### src/serial_adc_pkg.sv
// Shared constants and state encoding for the serial converter control block.
package serial_adc_pkg;

  // Result width and number of successive-approximation steps.
  localparam int RESULT_W = 8;
  localparam int CONV_STEPS = 8;

  // Width of the captured address word register and the channel code.
  localparam int ADDR_REG_W = 4;
  localparam int CHAN_CODE_W = 3;

  // Values after a clear.
  localparam logic [RESULT_W-1:0] RESULT_RESET = 8'h00;
  localparam logic [ADDR_REG_W-1:0] ADDR_RESET = 4'h0;
  localparam logic [2:0] COUNT_RESET = 3'h0;

  // Index of the last result bit shifted out in the reversed stream.
  localparam logic [2:0] LAST_SHIFT = 3'h7;

  // Conversion sequence states, Gray coded along the usual path.
  typedef enum logic [2:0] {
    ST_IDLE = 3'b000,
    ST_ADDR = 3'b001,
    ST_ACQ = 3'b011,
    ST_CONV = 3'b010,
    ST_FINISH = 3'b110,
    ST_LSBOUT = 3'b111,
    ST_DONE = 3'b101
  } conv_state_e;

endpackage

### src/serial_adc_ctrl.sv
// Control and serial interface of an 8-bit successive-approximation converter.
module serial_adc_ctrl #(
  parameter int CHANNELS = 8
) (
  // Clock and reset.
  input wire logic clk_sys,
  input wire logic srst,
  // Serial link pins.
  input wire logic selectN,
  input wire logic convClk,
  input wire logic serialIn,
  input wire logic lsbFirstShiftN,
  output logic serialOut,
  output logic serialOutEnN,
  output logic conversionActive,
  // Analog front end.
  input wire logic comparatorHigh,
  output logic [serial_adc_pkg::RESULT_W-1:0] dacCode,
  output logic [CHANNELS-1:0] posSel,
  output logic [CHANNELS:0] negSel,
  output logic samplePos,
  output logic sampleNeg,
  // Result for local use.
  output logic [serial_adc_pkg::RESULT_W-1:0] result,
  output logic resultValid
);
  import serial_adc_pkg::*;

  // Address word length and shift-enable presence follow the channel count.
  localparam logic [2:0] ADDR_BITS = (CHANNELS == 8) ? 3'h4 : ((CHANNELS == 4) ? 3'h3 : 3'h0);
  localparam bit HAS_SHIFT_EN = (CHANNELS == 8);
  localparam bit HAS_LSB_REPEAT = (CHANNELS != 1);

  conv_state_e stateQ, stateD;
  logic clkPrevQ;
  logic riseEdge, fallEdge;
  logic [ADDR_REG_W-1:0] addrQ, addrD;
  logic [2:0] cntQ, cntD;
  logic [RESULT_W-1:0] sarQ, sarD;
  logic [RESULT_W-1:0] shiftQ, shiftD;
  logic firstQ, firstD;
  logic doQ, doD;
  logic oeNQ, oeND;
  logic activeQ, activeD;
  logic samplePosQ, samplePosD;
  logic sampleNegQ, sampleNegD;
  logic validQ, validD;
  logic singleEnded;
  logic [CHAN_CODE_W-1:0] chanCode;
  logic [2:0] bitIdx;

  // The converter clock pin is synchronous to clk_sys, so a one-stage history finds its edges.
  always_ff @(posedge clk_sys) begin
    if (srst) begin
      clkPrevQ <= convClk; // Tracks the pin, so a high idle level is not taken for a rise.
    end else begin
      clkPrevQ <= convClk;
    end
  end

  assign riseEdge = convClk && !clkPrevQ;
  assign fallEdge = !convClk && clkPrevQ;
  assign bitIdx = 3'h7 - cntQ;

  // Address fields; the word arrives select-mode bit first, so it lands MSB first here.
  generate
    if (CHANNELS == 8) begin : g_addr8
      assign singleEnded = addrQ[3];
      assign chanCode = {addrQ[1], addrQ[0], addrQ[2]};
    end else if (CHANNELS == 4) begin : g_addr4
      assign singleEnded = addrQ[2];
      assign chanCode = {1'b0, addrQ[0], addrQ[1]};
    end else begin : g_addr1
      assign singleEnded = 1'b0;
      assign chanCode = 3'h0;
    end
  endgenerate

  // Multiplexer enables come straight from this conversion's address word.
  mux_channel_decode #(
    .CHANNELS(CHANNELS)
  ) u_decode (
    .singleEnded(singleEnded),
    .chanCode(chanCode),
    .posSel(posSel),
    .negSel(negSel)
  );

  // Sequencer next-state: every action is tied to one edge of the converter clock.
  always_comb begin
    stateD = stateQ;
    addrD = addrQ;
    cntD = cntQ;
    sarD = sarQ;
    shiftD = shiftQ;
    firstD = firstQ;
    doD = doQ;
    oeND = oeNQ;
    activeD = activeQ;
    samplePosD = 1'b0;
    sampleNegD = 1'b0;
    validD = validQ;
    unique case (stateQ)
      ST_IDLE: begin
        // Zeros before the start bit change nothing.
        if (riseEdge && serialIn) begin
          cntD = COUNT_RESET;
          stateD = (ADDR_BITS == 3'h0) ? ST_ACQ : ST_ADDR;
        end
      end
      ST_ADDR: begin
        if (riseEdge) begin
          addrD = {addrQ[ADDR_REG_W-2:0], serialIn};
          cntD = cntQ + 3'h1;
          if (cntQ + 3'h1 == ADDR_BITS) begin
            cntD = COUNT_RESET;
            stateD = ST_ACQ;
          end
        end
      end
      ST_ACQ: begin
        // Half a period after the last address bit: sample plus input, go busy.
        if (fallEdge) begin
          activeD = 1'b1;
          samplePosD = 1'b1;
          oeND = 1'b0;
          doD = 1'b0;
          firstD = 1'b1;
          sarD = RESULT_RESET;
          stateD = ST_CONV;
        end
      end
      ST_CONV: begin
        // Serial input is no longer looked at from here on.
        if (riseEdge) begin
          sarD[bitIdx] = 1'b1;
          sampleNegD = firstQ;
          firstD = 1'b0;
        end else if (fallEdge) begin
          // A minus input above the plus input fails every trial, giving zero.
          sarD[bitIdx] = comparatorHigh;
          doD = comparatorHigh;
          if (cntQ == LAST_SHIFT) begin
            shiftD = {sarQ[RESULT_W-1:1], comparatorHigh};
            validD = 1'b1;
            cntD = COUNT_RESET;
            stateD = ST_FINISH;
          end else begin
            cntD = cntQ + 3'h1;
          end
        end
      end
      ST_FINISH: begin
        // Busy drops half a clock after the eighth decision.
        if (riseEdge) begin
          activeD = 1'b0;
          stateD = HAS_LSB_REPEAT ? ST_LSBOUT : ST_DONE;
          // Without a reversed stream the line goes low as soon as busy drops.
          if (!HAS_LSB_REPEAT) begin
            doD = 1'b0;
          end
        end
      end
      ST_LSBOUT: begin
        // The LSB already on the line starts the reversed stream.
        if (fallEdge && !(HAS_SHIFT_EN && lsbFirstShiftN)) begin
          if (cntQ == LAST_SHIFT) begin
            doD = 1'b0;
            stateD = ST_DONE;
          end else begin
            doD = shiftQ[1];
            shiftD = {1'b0, shiftQ[RESULT_W-1:1]};
            cntD = cntQ + 3'h1;
          end
        end
      end
      ST_DONE: begin
        // Holds the line low until select goes high.
        if (fallEdge) begin
          doD = 1'b0;
        end
      end
      default: begin
        stateD = ST_IDLE;
      end
    endcase
  end

  // Select high acts as a clear for every register of the sequence.
  always_ff @(posedge clk_sys) begin
    if (srst || selectN) begin
      stateQ <= ST_IDLE;
      addrQ <= ADDR_RESET;
      cntQ <= COUNT_RESET;
      sarQ <= RESULT_RESET;
      shiftQ <= RESULT_RESET;
      firstQ <= 1'b0;
      doQ <= 1'b0;
      oeNQ <= 1'b1;
      activeQ <= 1'b0;
      samplePosQ <= 1'b0;
      sampleNegQ <= 1'b0;
      validQ <= 1'b0;
    end else begin
      stateQ <= stateD;
      addrQ <= addrD;
      cntQ <= cntD;
      sarQ <= sarD;
      shiftQ <= shiftD;
      firstQ <= firstD;
      doQ <= doD;
      oeNQ <= oeND;
      activeQ <= activeD;
      samplePosQ <= samplePosD;
      sampleNegQ <= sampleNegD;
      validQ <= validD;
    end
  end

  // Outputs, all from flip-flops.
  assign serialOut = doQ;
  assign serialOutEnN = oeNQ;
  assign conversionActive = activeQ;
  assign dacCode = sarQ;
  assign samplePos = samplePosQ;
  assign sampleNeg = sampleNegQ;
  assign result = shiftQ;
  assign resultValid = validQ;

  // Checks on the sequence.
  idle_zero_a: assert property (@(posedge clk_sys) disable iff (srst)
    (stateQ == ST_IDLE && !selectN && riseEdge && !serialIn) |=> stateQ == ST_IDLE)
    else $error("Leading zero left the idle state.");

  addr_hiz_a: assert property (@(posedge clk_sys) disable iff (srst)
    (stateQ == ST_IDLE || stateQ == ST_ADDR) |-> serialOutEnN)
    else $error("Output driven during addressing.");

  busy_rise_a: assert property (@(posedge clk_sys) disable iff (srst)
    (stateQ == ST_ACQ && !selectN && fallEdge)
    |=> conversionActive && !serialOut && !serialOutEnN && samplePos)
    else $error("Busy flag or leading zero missing after acquisition.");

  busy_cause_a: assert property (@(posedge clk_sys) disable iff (srst)
    $rose(conversionActive) |-> $past(stateQ) == ST_ACQ && $past(fallEdge))
    else $error("Busy flag rose without an acquisition edge.");

  msb_ship_a: assert property (@(posedge clk_sys) disable iff (srst)
    (stateQ == ST_CONV && !selectN && fallEdge) |=> serialOut == $past(comparatorHigh))
    else $error("Comparator decision not shipped on falling edge.");

  busy_drop_a: assert property (@(posedge clk_sys) disable iff (srst)
    (stateQ == ST_FINISH && !selectN && riseEdge) |=> !conversionActive && resultValid)
    else $error("Busy flag did not drop after the eighth decision.");

  addr_ignore_a: assert property (@(posedge clk_sys) disable iff (srst)
    (conversionActive && !selectN) |=> $stable(addrQ))
    else $error("Address changed while busy.");

  lsb_hold_a: assert property (@(posedge clk_sys) disable iff (srst)
    (HAS_SHIFT_EN && stateQ == ST_LSBOUT && lsbFirstShiftN && !selectN)
    |=> $stable(serialOut) && $stable(shiftQ))
    else $error("Output moved while shift-enable was high.");

  done_low_a: assert property (@(posedge clk_sys) disable iff (srst)
    (stateQ == ST_DONE) |-> !serialOut && !serialOutEnN)
    else $error("Output not held low after readout.");

  deselect_clear_a: assert property (@(posedge clk_sys) disable iff (srst)
    selectN |=> stateQ == ST_IDLE && !conversionActive && serialOutEnN && addrQ == ADDR_RESET)
    else $error("Deselect did not clear the sequence.");

  neg_sample_a: assert property (@(posedge clk_sys) disable iff (srst)
    (stateQ == ST_CONV && !selectN && riseEdge && firstQ)
    |=> sampleNeg && dacCode[RESULT_W-1])
    else $error("Minus input not sampled on the first trial.");

  stream_end_a: assert property (@(posedge clk_sys) disable iff (srst)
    (stateQ == ST_LSBOUT && cntQ == LAST_SHIFT && fallEdge && !selectN
     && !(HAS_SHIFT_EN && lsbFirstShiftN)) |=> stateQ == ST_DONE && !serialOut)
    else $error("Reversed stream did not end in a low line.");

endmodule

### src/mux_channel_decode.sv
// Analog input multiplexer decoder: channel code to positive and negative enables.
module mux_channel_decode #(
  parameter int CHANNELS = 8
) (
  // Captured address fields.
  input wire logic singleEnded,
  input wire logic [serial_adc_pkg::CHAN_CODE_W-1:0] chanCode,
  // One-hot enables; the top bit of negSel is the common input.
  output logic [CHANNELS-1:0] posSel,
  output logic [CHANNELS:0] negSel
);
  import serial_adc_pkg::*;

  logic [CHAN_CODE_W-1:0] negCode;

  // Differential pairs are always adjacent, so the partner differs only in bit 0.
  assign negCode = {chanCode[CHAN_CODE_W-1:1], ~chanCode[0]};

  // One comparator per channel keeps the enables strictly one-hot.
  for (genvar i = 0; i < CHANNELS; i++) begin : g_chan
    assign posSel[i] = (chanCode == CHAN_CODE_W'(i));
    assign negSel[i] = !singleEnded && (CHANNELS > 1) && (negCode == CHAN_CODE_W'(i));
  end

  // Single-ended mode references the common input.
  assign negSel[CHANNELS] = singleEnded || (CHANNELS == 1);

endmodule

### config.mk
export PLATFORM = sky130hd
export DESIGN_NAME = serial_adc_ctrl
export DESIGN_NICKNAME = d
export VERILOG_FILES = /design/src/serial_adc_pkg.sv /design/src/serial_adc_ctrl.sv /design/src/mux_channel_decode.sv
export SDC_FILE = /design/constraint.sdc
export NUM_CORES = 1
export LEC_CHECK = 0
export ABC_AREA = 1
export BUFFER_PORTS_ARGS = -buffer_cell sky130_fd_sc_hd__buf_2
export CORE_ASPECT_RATIO = 0.6
export CORE_UTILIZATION = 54
export CTS_CLUSTER_SIZE = 14
export DETAILED_ROUTE_END_ITERATION = 10
export HOLD_SLACK_MARGIN = 0.05
export MAX_ROUTING_LAYER = met4
export PLACE_DENSITY_LB_ADDON = 0.05
export SLEW_MARGIN = 20
export SYNTH_ARGS = -nofsm -noshare
export SYNTH_HDL_FRONTEND = slang
export SYNTH_SLANG_ARGS = --single-unit
### constraint.sdc
create_clock -name clk_sys -period 2.05 [get_ports clk_sys]
set_clock_uncertainty 0.2 [all_clocks]
set_input_delay 0.615 -clock clk_sys [delete_from_list [all_inputs] [get_ports clk_sys]]
set_output_delay 0.615 -clock clk_sys [all_outputs]
set_load 0.005 [all_outputs]
==> out/summary.log <==
INFO  run_status     status=complete, no violations
INFO  timing         number_of_hold_violations_in_the_final_report=0
INFO  global_route   grt_antenna_before_repair=0
INFO  clock_network  post_cts_hold_buffer_count=0
INFO  timing         max_slew_margin=74.3%
INFO  clock_network  tritoncts_num_sinks=34
INFO  final_layout   insertedDiodeCount=0
INFO  yosys          postSynthNetCount=316
INFO  timing         finalCritPeriodShare=99.0%
INFO  yosys          post_synth_num_cell_types=33
INFO  global_route   first_pass_grt_wire_length=8.58mm
INFO  power_and_ir_drop total_switching_power=350uW
INFO  power_and_ir_drop combinational_group_share_of_total_power=11.0%
INFO  drt            vias_per_cell=5.52
INFO  drt            drt-pass1-iter-count=5
INFO  clock_network  ctsLongestPathBuffers=2
INFO  setup_path     critical_path.endpoint_type=primary output
INFO  hold_path      min_delay_worst_endpoint=serialOut
INFO  yosys          synth.area.top_cells=sky130_fd_sc_hd__dfxtp_1 33%, sky130_fd_sc_hd__nand2_1 11%, sky130_fd_sc_hd__nor2_1 6.6%, sky130_fd_sc_hd__a21oi_1 6.3%, sky130_fd_sc_hd__o21ai_0 6.3%
INFO  clock_network  cts_made_buffers=5
INFO  global_route   grt_start_max_net_pins=23
INFO  power_and_ir_drop netSwitchingFraction=24.8%
INFO  power_and_ir_drop share_seq_of_total_power=48.3%
INFO  setup_path     reg2reg_slack=0.15ns
INFO  hold_path      worstHoldPathType=reg2reg
INFO  final_layout   drive_gt1_share=31.9%
INFO  timing         timing_max_transition_violations_final=0
INFO  setup_path     r2r_end=result[7]
INFO  clock_network  clk-insertion-delay-late=0.28ns
INFO  clock_network  ctsRootBufferMaster=sky130_fd_sc_hd__clkbuf_8
INFO  floorplanning  ios=46
INFO  setup_path     cp-start-kind=flip-flop
INFO  setup_path     crit_path_category=reg2out
INFO  floorplanning  die_h=49.8um
INFO  setup_path     timing.rr.start=cntQ[0]
INFO  drt            wl_per_cell=13.9um
INFO  timing         hold-worst-slack=0.247ns
INFO  yosys          synthesis.area_per_instance=6.88um2
INFO  yosys          ys_warn_count=0
INFO  drt            routed-via-count=2241
INFO  timing         setup_viol=0
INFO  global_route   first_global_vias=1814
INFO  setup_path     required=1.23ns
INFO  placed_design  place.detailed.hpwl=3.79mm
INFO  final_layout   area_delta_synth_final=28.7%
INFO  drt            route.detailed.drc=0
INFO  placed_design  gpl_congestion=0.926
INFO  yosys          synth-seq-cells=34
INFO  yosys          post_synth_instance_area=2060um2
INFO  placed_design  dpl-instance-area=2400um2
INFO  drt            first_iter_violations=196
INFO  clock_network  clock_transition_at_the_registers_of_the_reported_paths=0.07ns
INFO  clock_network  cts_tree=yes
INFO  global_route   overflow=0
INFO  timing         post-route-min-period=2.03ns
INFO  yosys          synthCells=299
INFO  run            drv_cap=0
INFO  final_layout   fin_area=2650um2
INFO  power_and_ir_drop vdd.ir_drop.worst=0.000395V
INFO  setup_path     crit_slowest_cell=sky130_fd_sc_hd__dfxtp_2
INFO  power_and_ir_drop power_leakage=1.17nW
INFO  setup_path     ff2ff_path_depth=9
INFO  setup_path     cp_data_arrival_time=1.21ns
INFO  power_and_ir_drop power.clock.fraction=40.8%
INFO  drt            final_antenna_net_count=0
INFO  power_and_ir_drop cellPowerDensity=534nW/um2
INFO  clock_network  ctsHtreeMaxLevel=2
INFO  setup_path     largest_incremental_delay_on_the_critical_path=0.39ns
INFO  floorplanning  initial_core_util=59.8%
INFO  setup_path     worst-path-max-fanout=5
INFO  timing         timing_worst_slew_pin_value=0.383ns
INFO  power_and_ir_drop power.total=1.41mW
INFO  final_layout   fillerInstances=269
INFO  hold_path      min_from=serialOut
INFO  setup_path     worst_setup_path_startpoint=addrQ[1]
INFO  floorplanning  area_of_the_die=4070um2
INFO  floorplanning  die_x=81.7um
INFO  final_layout   layout.nets=377
INFO  yosys          synth_largest_type_area_fraction=33.1%
INFO  global_route   grt_use_total=28.7%
INFO  floorplanning  fp-row-count=16
INFO  hold_path      hold_path_stages=2
INFO  placed_design  portBuffers=45
INFO  setup_path     crit_chain=clkinvlp_4, nor4_2, buf_2
INFO  timing         max_freq=0.493GHz
INFO  yosys          synth_area_leader_cell=sky130_fd_sc_hd__dfxtp_1
INFO  yosys          yosysSeqAreaShare=33.1%
INFO  floorplanning  core=3440um2
INFO  drt            postRouteWirelength=5.64mm
INFO  power_and_ir_drop internal_power=1.06mW
==> flip-flops by register name, summed over array words and instances, names as in the netlist, named ones only <==
name,cells
resultValid,1
serialOutEnN,1
clkPrevQ,1
cntQ,3
result,8
dacCode,8
firstQ,1
addrQ,4
serialOut,1
samplePos,1
stateQ,2
conversionActive,1
sampleNeg,1
==> routing by layer <==
| layer | part of all wire [%] | track usage, % | vias to the layer above |
|---|---|---|---|
| li1 | - | - | 1116 |
| met1 | 49 | 42.2 | 1022 |
| met2 | 42 | 38.2 | 101 |
| met3 | 8.7 | 8.70 | 2 |
| met4 | 0.32 | 5.26 | 0 |
| met5 | 0 | - | - |
==> power by group through the flow <==
stage	Sequential (mW)	Combinational (mW)	Clock, mW
after floorplan	0.692	0.104	0
after global routing	0.683	0.175	0.620
final	0.682	0.155	0.577
after global placement	0.696	0.143	0
after CTS	0.681	0.146	0.588
after detailed placement	0.696	0.145	0
==> layout by cell type (no fill, tap or decap), types with 5 or more instances in the layout <==
cell	instances
sky130_fd_sc_hd__a21oi_1	26
sky130_fd_sc_hd__nor2_2	6
sky130_fd_sc_hd__nor2_1	33
sky130_fd_sc_hd__o21ai_0	26
sky130_fd_sc_hd__buf_4	16
sky130_fd_sc_hd__nand3_1	19
sky130_fd_sc_hd__dfxtp_1	29
sky130_fd_sc_hd__clkbuf_8	8
sky130_fd_sc_hd__inv_1	22
sky130_fd_sc_hd__nor4_2	5
sky130_fd_sc_hd__nand2_1	58
sky130_fd_sc_hd__buf_2	45
sky130_fd_sc_hd__nor3_1	9
sky130_fd_sc_hd__dfxtp_2	5
sky130_fd_sc_hd__ha_1	9
==> critical path, delay by kind of cell, from the launching register on <==
kind,cells,cell delay (ns)
buf+inv,2,0.35
flops,1,0.39
simple gates,1,0.19
==> through the flow <==
step,utilization (%),setup TNS [ns],setup WS [ns],cells
final,76.9,0,0.0207,406
after global routing,76.9,-0.222,-0.0902,406
after CTS,73.0,0,0.0544,403
after detailed placement,69.8,-2.01,-0.174,395
after global placement,69.8,-1.46,-0.139,395
after floorplan,-,0,0.0999,299
==> timing repair <==
item | in CTS | in global routing
buffers inserted | 0 | 1
gates resized for setup | 2 | 27
cloned | 0 | 2
endpoints found under the setup margin | 6 | 23
pin swaps | 0 | 3
==> layout make-up <==
cell class / instances / area (um2) / share of cell area [%]
clock buffers: 8 / 110 / 4.16
inverters: 31 / 135 / 5.10
multi-input cells: 223 / 1280 / 48.2
flip-flops and latches: 34 / 687 / 25.9
well taps: 45 / 56.3 / 2.13
repair buffers: 64 / 379 / 14.3
repair inverters: 1 / 5.00 / 0.189
==> synth_stat cells <==
cell and count:
sky130_fd_sc_hd__a211oi_1 2, sky130_fd_sc_hd__a21oi_1 26, sky130_fd_sc_hd__a21oi_2 1, sky130_fd_sc_hd__a31oi_1 1
sky130_fd_sc_hd__buf_1 1, sky130_fd_sc_hd__buf_2 4, sky130_fd_sc_hd__buf_4 2, sky130_fd_sc_hd__buf_6 2
sky130_fd_sc_hd__clkbuf_1 3, sky130_fd_sc_hd__clkinv_1 4, sky130_fd_sc_hd__dfxtp_1 34, sky130_fd_sc_hd__ha_1 10
sky130_fd_sc_hd__inv_1 23, sky130_fd_sc_hd__inv_2 1, sky130_fd_sc_hd__inv_4 2, sky130_fd_sc_hd__inv_6 1
sky130_fd_sc_hd__nand2_1 58, sky130_fd_sc_hd__nand2_2 3, sky130_fd_sc_hd__nand2_4 1, sky130_fd_sc_hd__nand3_1 19
sky130_fd_sc_hd__nand3_2 2, sky130_fd_sc_hd__nand3_4 1, sky130_fd_sc_hd__nand4_1 4, sky130_fd_sc_hd__nor2_1 36
sky130_fd_sc_hd__nor2_2 3, sky130_fd_sc_hd__nor2_4 3, sky130_fd_sc_hd__nor2_8 1, sky130_fd_sc_hd__nor3_1 9
sky130_fd_sc_hd__nor4_1 8, sky130_fd_sc_hd__o21ai_0 26, sky130_fd_sc_hd__o21ai_1 4, sky130_fd_sc_hd__o21ai_4 1
sky130_fd_sc_hd__o22ai_1 3
==> how the worst max path moves through the flow <==
stage                      endpoint  slack (ns)  cells after the start
after detailed placement  result[2]       -0.17                     12
after CTS                 negSel[6]        0.05                      3
after floorplan           result[1]         0.1                     11
final                     negSel[7]        0.02                      3
after global placement    result[7]       -0.14                     12
after global routing      negSel[7]       -0.09                      3
==> cell families (layout without fill, tap and decap cells) <==
group | after synthesis | in the layout | synth area share, %
AND/OR/NAND/NOR | 148 | 149 | 34.4
adder cells (fa/ha/maj) | 10 | 10 | 6.08
buffers and inverters | 43 | 104 | 9.66
flip-flops | 34 | 34 | 33.1
AO/OA/AOI/OAI | 64 | 64 | 16.8
No activity file was read; power rests on OpenSTA's default activity.
